$ cat config.mk
export PLATFORM = sky130hd
export DESIGN_NAME = sp_flash_host
export DESIGN_NICKNAME = d
export VERILOG_FILES = /design/src/sp_pkg.sv /design/src/sp_cycle.sv /design/src/sp_flash_host.sv
export SDC_FILE = /design/constraint.sdc
export NUM_CORES = 1
export LEC_CHECK = 0
export ABC_AREA = 1
export BUFFER_PORTS_ARGS = -buffer_cell sky130_fd_sc_hd__buf_2
export CORE_MARGIN = 1
export CORE_UTILIZATION = 40
export CTS_CLUSTER_DIAMETER = 120
export DETAILED_ROUTE_END_ITERATION = 6
export PLACE_DENSITY = 0.56
export SYNTH_ARGS = -nofsm -noshare
export SYNTH_HDL_FRONTEND = slang
export SYNTH_SLANG_ARGS = --single-unit
$ cat constraint.sdc
create_clock -name MCLK -period 2.6 [get_ports MCLK]
set_input_delay 0.65 -clock MCLK [delete_from_list [all_inputs] [get_ports MCLK]]
set_output_delay 0.65 -clock MCLK [all_outputs]
set_load 0.01 [all_outputs]
$ cat src/sp_pkg.sv
// ============================================================
// Shared constants and types for the sector program host
package sp_pkg;

  // ============================================================
  // Clock and pin timing
  localparam int CLK_MHZ     = 200;
  localparam int T_AS_NS     = 10;   // Address and OE set-up
  localparam int T_WP_NS     = 200;  // Write pulse low
  localparam int T_WPH_NS    = 200;  // Write pulse high
  localparam int T_ACC_NS    = 250;  // Read access, slowest grade
  localparam int T_OEHP_NS   = 150;  // OE high pulse between polls
  localparam int T_BLC_US    = 150;  // Byte load window, longest
  localparam int T_WC_MS     = 20;   // Program cycle, longest
  localparam int SYNC_STAGES = 2;

  // Least times round up to whole cycles, never below one
  function automatic int ns_up(input int ns);
    int c;
    c = (ns * CLK_MHZ + 999) / 1000;
    return (c < 1) ? 1 : c;
  endfunction

  localparam int AS_CYC   = ns_up(T_AS_NS);
  localparam int WP_CYC   = ns_up(T_WP_NS);
  localparam int WPH_CYC  = ns_up(T_WPH_NS);
  localparam int ACC_CYC  = ns_up(T_ACC_NS);
  localparam int OEHP_CYC = ns_up(T_OEHP_NS);
  // Longest times round down
  localparam int BLC_CYC  = T_BLC_US * CLK_MHZ;
  localparam int WC_CYC   = T_WC_MS * 1000 * CLK_MHZ;
  localparam int LOAD_GUARD = AS_CYC + WP_CYC + WPH_CYC + 2;

  // ============================================================
  // Array layout
  localparam int          SECTOR_BYTES  = 128;
  localparam int          SECT_LSB      = 7;
  localparam int          TOGGLE_BIT    = 6;
  localparam logic [15:0] ID_MAKER_ADDR = 16'h0000;
  localparam logic [15:0] ID_PART_ADDR  = 16'h0001;
  localparam logic [6:0]  LAST_BYTE     = 7'h7F;
  localparam int          CNT_W         = 8;

  // ============================================================
  // Types
  typedef enum logic [1:0] {
    OP_READ  = 2'b00,
    OP_PROG  = 2'b01,
    OP_IDENT = 2'b10
  } sp_op_t;

  typedef enum logic [1:0] {
    SEQ_PROG   = 2'b00,
    SEQ_ID_IN  = 2'b01,
    SEQ_ID_OUT = 2'b10
  } sp_seq_t;

  typedef struct packed {
    logic        ce_n;
    logic        oe_n;
    logic        we_n;
    logic [15:0] addr;
    logic [7:0]  dq_o;
    logic        dq_oe_n;
  } sp_pins_t;

  typedef struct packed {
    logic       err;
    logic [7:0] data;
    logic [7:0] part;
  } sp_rsp_t;

endpackage
$ cat src/sp_cycle.sv
`timescale 1ns/1ps
// ============================================================
// One timed bus cycle on the flash pins, read or write
module sp_cycle
  import sp_pkg::*;
(
  input  wire logic              clk,
  input  wire logic              rst_n,
  input  wire logic              req,
  input  wire logic              wr,
  input  wire logic [15:0]       addr,
  input  wire logic [7:0]        wdata,
  output logic                   ready,
  output logic                   done,
  output logic [7:0]             rdata,
  output sp_pkg::sp_pins_t       pins,
  input  wire logic [7:0]        dq_i
);

  typedef enum logic [1:0] {
    E_IDLE   = 2'b00,
    E_SETUP  = 2'b01,
    E_STROBE = 2'b10,
    E_RECOV  = 2'b11
  } sp_eng_t;

  localparam sp_pins_t PINS_IDLE = '{ce_n: 1'b1, oe_n: 1'b1, we_n: 1'b1,
                                     addr: 16'h0000, dq_o: 8'h00,
                                     dq_oe_n: 1'b1};

  initial begin
    if (ACC_CYC + SYNC_STAGES >= (1 << CNT_W) ||
        WP_CYC >= (1 << CNT_W) || WPH_CYC >= (1 << CNT_W))
      $error("sp_cycle: phase counts exceed counter width");
  end

  function automatic logic [CNT_W-1:0] cyc(input int n);
    return CNT_W'(n - 1);
  endfunction

  sp_eng_t          st_q, st_d;
  logic [CNT_W-1:0] cnt_q, cnt_d;
  logic             wr_q, wr_d;
  logic             done_q, done_d;
  logic [7:0]       rdata_q, rdata_d;
  logic [7:0]       sync1_q, sync2_q;
  sp_pins_t         pins_q, pins_d;
  wire              cnt_zero = (cnt_q == '0);

  assign ready = (st_q == E_IDLE);
  assign done  = done_q;
  assign rdata = rdata_q;
  assign pins  = pins_q;

  // Phase sequencing; each phase lasts its count then moves on
  always_comb begin
    st_d    = st_q;
    cnt_d   = cnt_zero ? cnt_q : cnt_q - 1'b1;
    wr_d    = wr_q;
    done_d  = 1'b0;
    rdata_d = rdata_q;
    pins_d  = pins_q;
    unique case (st_q)
      E_IDLE: begin
        if (req) begin
          st_d           = E_SETUP;
          wr_d           = wr;
          cnt_d          = cyc(AS_CYC);
          pins_d.ce_n    = 1'b0;
          pins_d.oe_n    = 1'b1;
          pins_d.we_n    = 1'b1;
          pins_d.addr    = addr;
          pins_d.dq_o    = wdata;
          pins_d.dq_oe_n = ~wr;
        end
      end
      E_SETUP: begin
        if (cnt_zero) begin
          st_d = E_STROBE;
          // OE never drops while WE is low on a write
          if (wr_q) begin
            cnt_d       = cyc(WP_CYC);
            pins_d.we_n = 1'b0;
          end else begin
            cnt_d       = cyc(ACC_CYC + SYNC_STAGES);
            pins_d.oe_n = 1'b0;
          end
        end
      end
      E_STROBE: begin
        if (cnt_zero) begin
          st_d        = E_RECOV;
          cnt_d       = wr_q ? cyc(WPH_CYC) : cyc(OEHP_CYC);
          pins_d.we_n = 1'b1;
          pins_d.oe_n = 1'b1;
          if (!wr_q) begin
            rdata_d = sync2_q;
          end
        end
      end
      E_RECOV: begin
        // Address and data held here cover both hold times
        if (cnt_zero) begin
          st_d           = E_IDLE;
          done_d         = 1'b1;
          pins_d.ce_n    = 1'b1;
          pins_d.dq_oe_n = 1'b1;
        end
      end
    endcase
  end

  // Data pins come from another timing world: two flops first
  always_ff @(posedge clk) begin
    sync1_q <= dq_i;
    sync2_q <= sync1_q;
  end

  // State registers
  always_ff @(posedge clk) begin
    if (!rst_n) begin
      st_q    <= E_IDLE;
      cnt_q   <= '0;
      wr_q    <= 1'b0;
      done_q  <= 1'b0;
      rdata_q <= 8'h00;
      pins_q  <= PINS_IDLE;
    end else begin
      st_q    <= st_d;
      cnt_q   <= cnt_d;
      wr_q    <= wr_d;
      done_q  <= done_d;
      rdata_q <= rdata_d;
      pins_q  <= pins_d;
    end
  end

endmodule

$ cat src/sp_flash_host.sv
`timescale 1ns/1ps
module sp_flash_host #(
  parameter int          BLC_CYCLES    = sp_pkg::BLC_CYC,
  parameter int          WC_CYCLES     = sp_pkg::WC_CYC,
  parameter logic [14:0] UNLOCK_ADDR_A = 15'h0001,
  parameter logic [14:0] UNLOCK_ADDR_B = 15'h0002,
  parameter logic [7:0]  UNLOCK_DATA_A = 8'h01,
  parameter logic [7:0]  UNLOCK_DATA_B = 8'h02,
  parameter logic [7:0]  CODE_PROG     = 8'h03,
  parameter logic [7:0]  CODE_ID_IN    = 8'h04,
  parameter logic [7:0]  CODE_ID_OUT   = 8'h05
) (
  input  wire logic              MCLK,
  input  wire logic              RSTN,
  input  wire logic              CMD_VALID,
  output logic                   CMD_READY,
  input  wire sp_pkg::sp_op_t    CMD_OP,
  input  wire logic [15:0]       CMD_ADDR,
  input  wire logic              WR_VALID,
  output logic                   WR_READY,
  input  wire logic [7:0]        WR_DATA,
  output logic                   RSP_VALID,
  output sp_pkg::sp_rsp_t        RSP,
  output sp_pkg::sp_pins_t       FL_PINS,
  input  wire logic [7:0]        FL_DQ_I
);
  import sp_pkg::*;

  // ============================================================
  // Sizing and checks
  localparam int TW = $clog2(WC_CYCLES + BLC_CYCLES + 1);
  localparam logic [TW-1:0] BLC_LIMIT = TW'(BLC_CYCLES - LOAD_GUARD);
  localparam logic [TW-1:0] WC_LIMIT  = TW'(WC_CYCLES);

  if (BLC_CYCLES <= LOAD_GUARD || WC_CYCLES < 1) begin : g_chk
    $error("sp_flash_host: byte window shorter than one write");
  end

  typedef enum logic [2:0] {
    M_IDLE   = 3'b000,
    M_UNLOCK = 3'b001,
    M_LOAD   = 3'b010,
    M_POLL   = 3'b011,
    M_IDRD   = 3'b100,
    M_READ   = 3'b101,
    M_FIN    = 3'b110
  } sp_main_t;

  // Unlock word for a sequence step: {address, data}
  function automatic logic [22:0] unlock_word(input sp_seq_t s,
                                              input logic [1:0] k);
    logic [7:0] code;
    code = (s == SEQ_PROG)  ? CODE_PROG :
           (s == SEQ_ID_IN) ? CODE_ID_IN : CODE_ID_OUT;
    unique case (k)
      2'd0:    return {UNLOCK_ADDR_A, UNLOCK_DATA_A};
      2'd1:    return {UNLOCK_ADDR_B, UNLOCK_DATA_B};
      default: return {UNLOCK_ADDR_A, code};
    endcase
  endfunction

  sp_main_t   st_q, st_d;
  sp_seq_t    seq_q, seq_d;
  logic [1:0] step_q, step_d;
  logic [6:0] idx_q, idx_d;
  logic [8:0] sector_q, sector_d;
  logic [15:0] addr_q, addr_d;
  logic       pend_q, pend_d;
  logic       ref_q, ref_d;
  logic       have_ref_q, have_ref_d;
  logic [TW-1:0] tmr_q, tmr_d;
  sp_rsp_t    rsp_q, rsp_d;
  logic       rsp_valid_q, rsp_valid_d;

  logic        eng_ready;
  logic        eng_done;
  logic [7:0]  eng_rdata;
  logic        eng_wr;
  logic [15:0] eng_addr;
  logic [7:0]  eng_wdata;
  logic        want;
  logic        issue;

  // ============================================================
  // Request selection toward the cycle engine
  wire [22:0] uw       = unlock_word(seq_q, step_q);
  wire [15:0] ld_addr  = {sector_q, idx_q};
  wire [15:0] pol_addr = {sector_q, LAST_BYTE};
  wire [15:0] id_addr  = idx_q[0] ? ID_PART_ADDR : ID_MAKER_ADDR;
  wire        in_load  = (st_q == M_LOAD);
  wire        toggle   = eng_rdata[TOGGLE_BIT];

  // Command writes drive A15 low: only A14..A0 carry the code
  assign eng_addr  = (st_q == M_UNLOCK) ? {1'b0, uw[22:8]} :
                     in_load            ? ld_addr :
                     (st_q == M_POLL)   ? pol_addr :
                     (st_q == M_IDRD)   ? id_addr : addr_q;
  assign eng_wdata = (st_q == M_UNLOCK) ? uw[7:0] : WR_DATA;
  assign eng_wr    = (st_q == M_UNLOCK) || in_load;
  assign want      = in_load ? WR_VALID :
                     (st_q != M_IDLE) && (st_q != M_FIN);
  assign issue     = want && eng_ready && !pend_q;
  assign WR_READY  = in_load && eng_ready && !pend_q;
  assign CMD_READY = (st_q == M_IDLE);
  assign RSP_VALID = rsp_valid_q;
  assign RSP       = rsp_q;

  // ============================================================
  // Operation sequencing
  always_comb begin
    st_d        = st_q;
    seq_d       = seq_q;
    step_d      = step_q;
    idx_d       = idx_q;
    sector_d    = sector_q;
    addr_d      = addr_q;
    pend_d      = issue ? 1'b1 : (eng_done ? 1'b0 : pend_q);
    ref_d       = ref_q;
    have_ref_d  = have_ref_q;
    tmr_d       = tmr_q + 1'b1;
    rsp_d       = rsp_q;
    rsp_valid_d = 1'b0;
    unique case (st_q)
      M_IDLE: begin
        tmr_d = '0;
        if (CMD_VALID) begin
          addr_d     = CMD_ADDR;
          sector_d   = CMD_ADDR[15:SECT_LSB];
          step_d     = 2'd0;
          idx_d      = 7'd0;
          have_ref_d = 1'b0;
          rsp_d      = '0;
          unique case (CMD_OP)
            OP_PROG:  begin
              seq_d = SEQ_PROG;
              st_d  = M_UNLOCK;
            end
            OP_IDENT: begin
              seq_d = SEQ_ID_IN;
              st_d  = M_UNLOCK;
            end
            default:  st_d = M_READ;
          endcase
        end
      end
      M_UNLOCK: begin
        // Every program re-unlocks: the part relocks itself after
        if (eng_done) begin
          step_d = step_q + 2'd1;
          if (step_q == 2'd2) begin
            step_d = 2'd0;
            tmr_d  = '0;
            unique case (seq_q)
              SEQ_PROG:  st_d = M_LOAD;
              SEQ_ID_IN: st_d = M_IDRD;
              default:   st_d = M_FIN;
            endcase
          end
        end
      end
      M_LOAD: begin
        if (issue) begin
          tmr_d = '0;
        end
        if (eng_done) begin
          idx_d = idx_q + 7'd1;
          if (idx_q == LAST_BYTE) begin
            st_d  = M_POLL;
            tmr_d = '0;
          end
        end else if (!pend_q && tmr_q >= BLC_LIMIT) begin
          // Source starved: the part will start on a short sector
          rsp_d.err = 1'b1;
          st_d      = M_FIN;
        end
      end
      M_POLL: begin
        // First read only seeds the reference; two equal reads end
        if (eng_done) begin
          ref_d      = toggle;
          have_ref_d = 1'b1;
          if (have_ref_q && toggle == ref_q) begin
            st_d = M_FIN;
          end else if (tmr_q >= WC_LIMIT) begin
            rsp_d.err = 1'b1;
            st_d      = M_FIN;
          end
        end
      end
      M_IDRD: begin
        if (eng_done) begin
          idx_d = 7'd1;
          if (idx_q[0]) begin
            rsp_d.part = eng_rdata;
            seq_d      = SEQ_ID_OUT;
            step_d     = 2'd0;
            st_d       = M_UNLOCK;
          end else begin
            rsp_d.data = eng_rdata;
          end
        end
      end
      M_READ: begin
        if (eng_done) begin
          rsp_d.data = eng_rdata;
          st_d       = M_FIN;
        end
      end
      M_FIN: begin
        rsp_valid_d = 1'b1;
        st_d        = M_IDLE;
      end
      default: st_d = M_IDLE;
    endcase
  end

  // State registers
  always_ff @(posedge MCLK) begin
    if (!RSTN) begin
      st_q        <= M_IDLE;
      seq_q       <= SEQ_PROG;
      step_q      <= 2'd0;
      idx_q       <= 7'd0;
      sector_q    <= 9'h000;
      addr_q      <= 16'h0000;
      pend_q      <= 1'b0;
      ref_q       <= 1'b0;
      have_ref_q  <= 1'b0;
      tmr_q       <= '0;
      rsp_q       <= '0;
      rsp_valid_q <= 1'b0;
    end else begin
      st_q        <= st_d;
      seq_q       <= seq_d;
      step_q      <= step_d;
      idx_q       <= idx_d;
      sector_q    <= sector_d;
      addr_q      <= addr_d;
      pend_q      <= pend_d;
      ref_q       <= ref_d;
      have_ref_q  <= have_ref_d;
      tmr_q       <= tmr_d;
      rsp_q       <= rsp_d;
      rsp_valid_q <= rsp_valid_d;
    end
  end

  // ============================================================
  // Pin cycle engine
  sp_cycle u_cycle (
    .clk   (MCLK),
    .rst_n (RSTN),
    .req   (issue),
    .wr    (eng_wr),
    .addr  (eng_addr),
    .wdata (eng_wdata),
    .ready (eng_ready),
    .done  (eng_done),
    .rdata (eng_rdata),
    .pins  (FL_PINS),
    .dq_i  (FL_DQ_I)
  );

endmodule

# Word-level counts from Yosys, hierarchy flattened
# Index checks and enable logic that the tools add are counted.
# totals
word_cells	203
ff_bits	146
input_bits	38
out_inout_bits	48
# op_classes
magnitude_cmp	2
muxes	86
addsub	4
eq_ne	40
reduce_logical	42
bitwise_logic	2
# op_table
op	n
2-to-1 mux 22 bit	5
2-to-1 mux 16 bit	5
one-hot mux 22 bit (3 select lines)	1
2-to-1 mux 8 bit	8
one-hot mux 8 bit (3 select lines)	2
2-to-1 mux 3 bit	14
2-to-1 mux 28 bit	1
2-to-1 mux 2 bit	13
!= test 2 x 1 -> 1 bit (second input constant)	13
AND reduction 5 bit	5
adder 22 x 1 -> 22 bit (second input constant)	1
>= comparator 22 x 15 -> 1 bit (second input constant)	1
>= comparator 22 bit (second input constant)	1
2-to-1 mux 7 bit	3
one-hot mux 7 bit (3 select lines)	1
one-hot mux 10 bit (2 select lines)	1
one-hot mux 3 bit (6 select lines)	1
nonzero test 3 bit	6
2-to-1 mux 1 bit	17
2-to-1 mux 17 bit	1
one-hot mux 8 bit (2 select lines)	1
!= test 2 bit (second input constant)	6
one-hot mux 2 bit (3 select lines)	2
AND reduction 4 bit	3
32 further kinds	64

# Longest topological paths before layout
# Gate-level depths: netlist of the first run.
# logic_depth
ltp_word	9
ltp_mapped	14
ltp_nobuf	14

# Modules after synthesis
# From an unflattened synthesis of the first run, not the netlist that was laid out.
# unflattened
hier_cells	853
area_unflattened_um2	6229.7
# modules_own_cells
mod	seq_area_each_um2	cells_per_inst	area_per_inst_um2	instances
sp_flash_host	1461.4	526	3684.8	1
sp_cycle	1281.2	327	2544.9	1

# Worst setup path before layout of the first run
# OpenSTA, ideal clock, no wires.
# synth_timing
kind	in2reg
startpoint	input port CMD_VALID
endpoint	register idx_q[5]
cell_stages	7
setup_ps	126
path_slack_ps	810
t_required_ps	2474
arrival_time_ps	1663
path_buffers	1
cell_sequence	clkbuf_1 nand3b_1 nand3_1 nor2_1 nand2_1 xor2_1 nor2_1
# synth_via
elab_chain_len	2
# synth_lines
item	line_no	rtl
from (decl)	sp_flash_host.sv:15	input wire logic CMD_VALID,
!= test 2 bit (no source line)	n/a	
AND reduction 4 bit (no source line)	n/a	
to (signal assigned)	sp_flash_host.sv:236	idx_q <= idx_d;
to (decl)	sp_flash_host.sv:65	logic [6:0] idx_q, idx_d;
# No other way between the ends.
# A chain may end at the register's enable or synchronous reset.

# Worst setup path in the final report of the first run
# layout_timing
startpoint	register st_q[1]
endpoint	output port WR_READY
# layout_via
elab_chain_len	3
# layout_lines
item	line_no	rtl
from (decl)	sp_flash_host.sv:62	sp_main_t st_q, st_d;
from (signal assigned)	sp_flash_host.sv:233	st_q <= st_d;
equality test 3 x 2 -> 1 bit	sp_flash_host.sv:90	wire in_load = (st_q == M_LOAD);
logical AND 1 bit (2 in a row)	sp_flash_host.sv:103	assign WR_READY = in_load && eng_ready && !pend_q;
to (decl)	sp_flash_host.sv:20	output logic WR_READY,
# No other way between the ends.

==> reports/qor.yml, run 1 <==
die:
  die_h_um: 123
  fp.coreArea_um2: 14100
  std_cell_rows: 43
  initial_utilization_pct: 41.6
  ios: 86
  chipWidth_um: 123
  die_area_um2: 15200
synthesis:
  syn_inst: 788
  syn_avg_cell_area_um2: 7.48
  syn-num-nets: 837
  synth_edf_count: 0
  ys_ff_latch: 137
  yosysTopAreaCell: "dfxtp_1"
  ys.flop_type: "dfxtp_1"
  synth_seq_area_share_pct: 46.5
  synthTopCellsByArea: "dfxtp_1, nand2_1, a21oi_1"
  synthDominantCellAreaShare_pct: 46.5
  synthArstFlopShare_pct: 0
  synth.distinct_cells: 43
  syn_area_um2: 5890
  synth_warnings: 0
grt:
  grt_max_degree: 53
  grt_pass1_wl_um: 24100
  grt_pass1_vias: 5079
  antenna_found_initial: 0
  track_usage_pct: 20.3
  overflow: 0
min_path:
  hold_class: "flip-flop to flip-flop"
  hold_start: "u_cycle.sync1_q[7]$_DFF_P_"
placed_design:
  dp_cells: 1037
  port_buffers: 85
  placed_cell_area_um2: 6500
  dpl_worst_slack_ns: 0.416
  gp_congestion: 0.866
  dpl.hpwl_um: 10200
worst_setup_path:
  worst-endpoint-arrival_ns: 1.83
  required_ns: 1.95
  cp_max_fo: 10
  crit_chain: "inv_1 -> nor2_4 -> nand2_2 -> nor3_2 -> buf_2"
  path_class: "flip-flop to output port"
  crit_start: "st_q[1]$_SDFFE_PN0P_"
  cp-end-kind: "output port"
  crit_slowest_cell: "dfxtp_1"
  max_stage_delay_ns: 0.46
  critPathLaunchType: "flip-flop"
  r2r-start: "u_cycle.st_q[0]$_SDFFE_PN0P_"
clock_network:
  cts_num_sinks: 137
  hold_buffers: 0
  clk_latency_ns: 0.42
  clockBufferDepth: 2
  postCtsSetupRepairBufs: 0
  cts_root_buffer: "clkbuf_16"
  htreeDepth: 4
  cts_made_buffers: 17
  ctsResizeCount: 0
  clkTransAtPathRegs_ns: 0.06
  cts_tree: "done"
detailed_routing:
  wl_per_cell_um: 13.5
  firstDrtPassIters: 5
  drt_iter0_drc: 330
  postRouteWirelength_um: 14400
  via_per_inst: 5.12
  ant_nets: 0
  drc: 0
  vias: 5468
timing:
  rsz0062_at_grt: "no"
  worst_slack_ns: 0.116
  fin_skew_ns: 0.00999
  min_period_ns: 2.48
  fin_tns_setup_ns: 0
  worst_slew_pin_slew_ns: 0.513
  finalCritPeriodShare_pct: 95.5
  maxSlewHeadroom_pct: 65.8
  finalMaxSlewViolations: 0
  fmax_ghz: 0.403
  finalSetupViolCount: 0
  finalHoldViolations: 0
pwr:
  peakVddDrop_mv: 0.597
  powerDensity_nw_per_um2: 1140
  p_leak_nw: 2.99
  power.total_mw: 8.08
flow_run:
  drv_cap: 0
finish:
  design_area_um2: 7080
  finalNonFillerCells: 1069
  antenna_cells: 0
  drive_above_1_share_pct: 17.8
  area_delta_synth_final_pct: 20.2
  final_nets: 925
run_status:
  status: "finished, final reports clean"
Yosys cell counts (8+ instances only):
cell      number
dfxtp_1      137
nand2_1      134
nor2_1       109
a21oi_1       85
inv_1         73
nand3_1       61
o21ai_0       54
clkbuf_1      16
nor3_1        13
ha_1          11
xor2_1         9
nand4_1        8
area by class of cell:
class	instances	area, um^2
clock buffers	19	433
clock inverters	13	146
fillers	1385	7070
inverters	79	299
multi-input cells	547	2740
flip-flops and latches	137	2740
well taps	180	225
repair buffers	94	493
stage by stage:
| stage | utilization (%) | hold slack [ns] |
|---|---|---|
| 3_5_place_dp | 45.9 | 0.313 |
| 5_1_grt | 50.0 | 0.313 |
| 2_1_floorplan | - | 0.310 |
| 3_3_place_gp | 45.9 | 0.313 |
| 6_report | 50.0 | 0.325 |
| 4_1_cts | 50.0 | 0.310 |
logic make-up (layout without fill, tap and decap cells):
group	after synthesis	count (layout)	synth area share, %
buffers and inverters	104	205	6.99
and+or+nand+nor	358	358	27.1
DFF	137	137	46.5
adders and majority gates	11	11	2.34
AOI/OAI and AO/OA	166	166	15.3
xor gates and xnor gates	12	12	1.78
power by group:
group	internal, mW	switching, mW	total [mW]
Clock	1.42	0.932	2.35
Sequential	2.55	0.286	2.83
Combinational	0.948	1.95	2.89
worst max-delay path: cells and delay by family, from the launching register on:
family	cells	cell delay [ns]
flops	1	0.46
buf+inv	2	0.32
simple gates	3	0.64
registers in the layout, summed over array words and instances (netlist names), 8 cells and up:
name,count
u_cycle.rdata,8
tmr_q,22
u_cycle.sync1_q,8
sector_q,9
u_cycle.pins,28
u_cycle.sync2_q,8
u_cycle.cnt_q,8
RSP,17
cell usage in the layout, fill, tap and decap left out, types with 5 or more instances in the layout:
cell type and instances:
inv_1 73, a21oi_1 85, o221ai_1 6, nor2_1 109, inv_2 5, dfxtp_1 137
buf_4 9, buf_2 85, nor2_2 7, nand4_1 8, nor3_2 8, clkinvlp_4 5
nor3_1 12, a31oi_1 5, nand2_1 134, nand2_2 6, ha_1 11, xor2_1 9
o21ai_0 54, clkbuf_16 17, nand3_1 61
metal layers:
| metal | vias to the layer above | track usage, % | wire length, um |
|---|---|---|---|
| met5 | - | 0 | 0 |
| met4 | 0 | 7.61 | 185 |
| met3 | 13 | 5.72 | 661 |
| met2 | 142 | 32.4 | 6810 |
| met1 | 2529 | 26.0 | 6730 |
| li1 | 2784 | - | - |
final timing paths:
check	to	cells past startpoint	slack, ns
worst max-delay path	WR_READY	5	0.12
worst min-delay path	u_cycle.sync2_q[7]$_DFF_P_	0	0.33
worst max register to register	tmr_q[12]$_SDFF_PN0_	12	0.41
worst min register to register	u_cycle.sync2_q[7]$_DFF_P_	0	0.33
Power figures use the tool's default switching activity.
==> inputs of run 2 (changes only) <==
- CORE_MARGIN: 1 -> 2
- HOLD_SLACK_MARGIN: unset -> 0.02
==> run 2 against run 1 <==
Total power shrank 0.90%. Global-route usage shrank 1.6 points. Worst hold slack improved by 0.0015 ns. Cell count increased by 0.28%.
==> reports/qor.yml, run 2 (synthesized netlist as in run 1, its figures left out) <==
run_status:
  status: "finished, final reports clean"
finish:
  largest_register_ffs: 28  # unchanged
  drive_above_1_share_pct: 18.0  # +0.25 points
  multiInputGateArea_um2: 2740  # unchanged
  nFillCells: 1451  # +4.8%
  regArea_um2: 2740  # about the same
  area_delta_synth_final_pct: 20.0
  final_nets: 925  # unchanged
  design_area_um2: 7070  # -0.14%
  antenna_cells: 0  # unchanged
  final_cell_mix: "dfxtp_1, nand2_1, nor2_1"
  layout_commonest_cell: "dfxtp_1"
min_path:
  min_path_cells: 0  # unchanged
  hold_start: "u_cycle.sync1_q[3]$_DFF_P_"
  holdPathEnd: "u_cycle.sync2_q[3]$_DFF_P_"
  hold_class: "flip-flop to flip-flop"
clock_network:
  clk_latency_ns: 0.42  # about the same
  cts_tree: "done"
  cts_root_buffer: "clkbuf_16"
  cts_made_buffers: 17  # unchanged
  clkTransAtPathRegs_ns: 0.06  # about the same
  postCtsSetupRepairBufs: 0  # unchanged
  clockBufferDepth: 2  # unchanged
  cts_num_sinks: 137  # unchanged
  htreeDepth: 4  # unchanged
detailed_routing:
  drc: 0  # unchanged
  postRouteWirelength_um: 14600  # +1.3%
  ant_nets: 0  # unchanged
  firstDrtPassIters: 5  # unchanged
  via_per_inst: 5.04  # -1.5%
  wl_per_cell_um: 13.6  # +0.97%
  drt_iter0_drc: 351  # +6.4%
  vias: 5403  # -1.2%
die:
  std_cell_rows: 44  # +2.3%
  initial_utilization_pct: 40.7  # -0.95 points
  chipWidth_um: 125  # +1.6%
  ios: 86  # unchanged
  fp.coreArea_um2: 14500  # +2.3%
  die_area_um2: 15700  # +3.3%
  die_h_um: 125  # +1.6%
timing:
  fin_tns_setup_ns: 0  # unchanged
  finalMaxSlewViolations: 0  # unchanged
  fin_skew_ns: 0.0103  # +0.000300 ns
  whs_ns: 0.327  # +0.00154 ns
  fmax_ghz: 0.426  # +5.9%
  finalCritPeriodShare_pct: 90.2  # -5.3 points
  worst_slew_pin_slew_ns: 0.543  # +0.0299 ns
  finalSetupViolCount: 0  # unchanged
  finalHoldViolations: 0  # unchanged
  maxSlewHeadroom_pct: 63.5  # -2.3 points
  rsz0062_at_grt: "no"
  min_period_ns: 2.35  # -0.137 ns
flow_run:
  drv_cap: 0  # unchanged
placed_design:
  gp_congestion: 0.897  # +3.7%
  port_buffers: 85  # unchanged
  placed_cell_area_um2: 6500  # about the same
  dpl.hpwl_um: 10500  # +2.7%
pwr:
  power.share.clock_pct: 28.7  # -0.4 points
  peakVddDrop_mv: 0.572  # -4.1%
  p_int_mw: 4.81  # -2.0%
  p_sw_share_pct: 39.9  # +0.70 points
  power.total_mw: 8.00  # -0.90%
  p_leak_nw: 3.00  # +0.37%
  p_switching_mw: 3.19  # +0.88%
  powerDensity_nw_per_um2: 1130  # -0.76%
  combPwrFrac_pct: 36.0  # +0.2 points
  seq_power_share_pct: 35.3  # +0.2 points
worst_setup_path:
  path_class: "flip-flop to output port"
  critPathLaunchType: "flip-flop"
  reg2regPathDepth: 12  # unchanged
  required_ns: 1.95  # about the same
  max_stage_delay_ns: 0.39  # -0.07 ns
  cp-end-kind: "output port"
  crit_slowest_cell: "dfxtp_2"
  cp_max_fo: 10  # unchanged
  r2r-start: "u_cycle.st_q[0]$_SDFFE_PN0P_"
  reg2reg_setup_slack_ns: 0.39  # -0.02 ns
  crit_chain: "inv_1 -> nor2_4 -> nand2_2 -> nor3_2 -> buf_2"
  rr_endpoint: "tmr_q[12]$_SDFF_PN0_"
  worst-endpoint-arrival_ns: 1.70  # -0.13 ns
grt:
  track_usage_pct: 18.8  # -1.6 points
  grt_pass1_vias: 5248  # +3.3%
  overflow: 0  # unchanged
  grt_pass1_wl_um: 24300  # +1.1%
  antenna_found_initial: 0  # unchanged
  grt_max_degree: 34  # -36%
## run 2: final cells by class
cell class | instances | share of cell area [%]
Multi-Input combinational cell | 547 | 38.8
Inverter | 79 | 4.23
Sequential cell | 137 | 38.8
Tap cell | 184 | 3.26
Clock buffer | 17 | 6.02
Clock inverter | 14 | 1.95
Timing Repair Buffer | 94 | 6.97
## run 2: how the worst max path moves through the flow
stage	from	to	slack (ns)
6_report	st_q[1]$_SDFFE_PN0P_	WR_READY	0.25
5_1_grt	st_q[1]$_SDFFE_PN0P_	WR_READY	0.11
4_1_cts	st_q[1]$_SDFFE_PN0P_	WR_READY	0.03
3_3_place_gp	u_cycle.st_q[0]$_SDFFE_PN0P_	tmr_q[12]$_SDFF_PN0_	0.52
2_1_floorplan	CMD_VALID	idx_q[5]$_SDFFE_PN0P_	0.81
3_5_place_dp	u_cycle.st_q[0]$_SDFFE_PN0P_	tmr_q[12]$_SDFF_PN0_	0.39
## run 2: per-layer routing
layer / share of wire [%] / GRT usage, % / routed length (um) / up-vias
met2: 47 / 31.1 / 6840 / 133
met3: 4.2 / 5.52 / 609 / 14
li1: - / - / - / 2785
met5: 0 / 0 / 0 / -
met4: 1.3 / 5.69 / 196 / 0
met1: 48 / 23.7 / 6920 / 2471
## run 2: per-stage QoR
stage / worst slack [ns] / util [%] / cells
2_1_floorplan: 0.810 / - / 788
3_3_place_gp: 0.522 / 44.9 / 1041
3_5_place_dp: 0.391 / 44.9 / 1041
4_1_cts: 0.0282 / 48.8 / 1072
5_1_grt: 0.112 / 48.8 / 1072
6_report: 0.254 / 48.8 / 1072
## run 2: timing repair
action | in CTS | in global routing
hold buffers | 0 | 0
setup endpoints to repair | 0 | 1
gates resized for setup | 0 | 2
## run 2: power groups by stage
stage                     combinational [mW]  sequential, mW  clock [mW]
after floorplan                         1.97            2.92           0
after global placement                  2.83            2.85           0
after detailed placement                2.88            2.86           0
after CTS                               2.89            2.82        2.36
after global routing                    3.28            2.88        2.44
final                                   2.88            2.83        2.30
## run 2: worst max-delay path, delay by kind of cell (launching register included)
kind	cells	cell delay (ns)
flip-flops	1	0.39
AND/OR/NAND/NOR	3	0.61
buffers and inverters	2	0.29
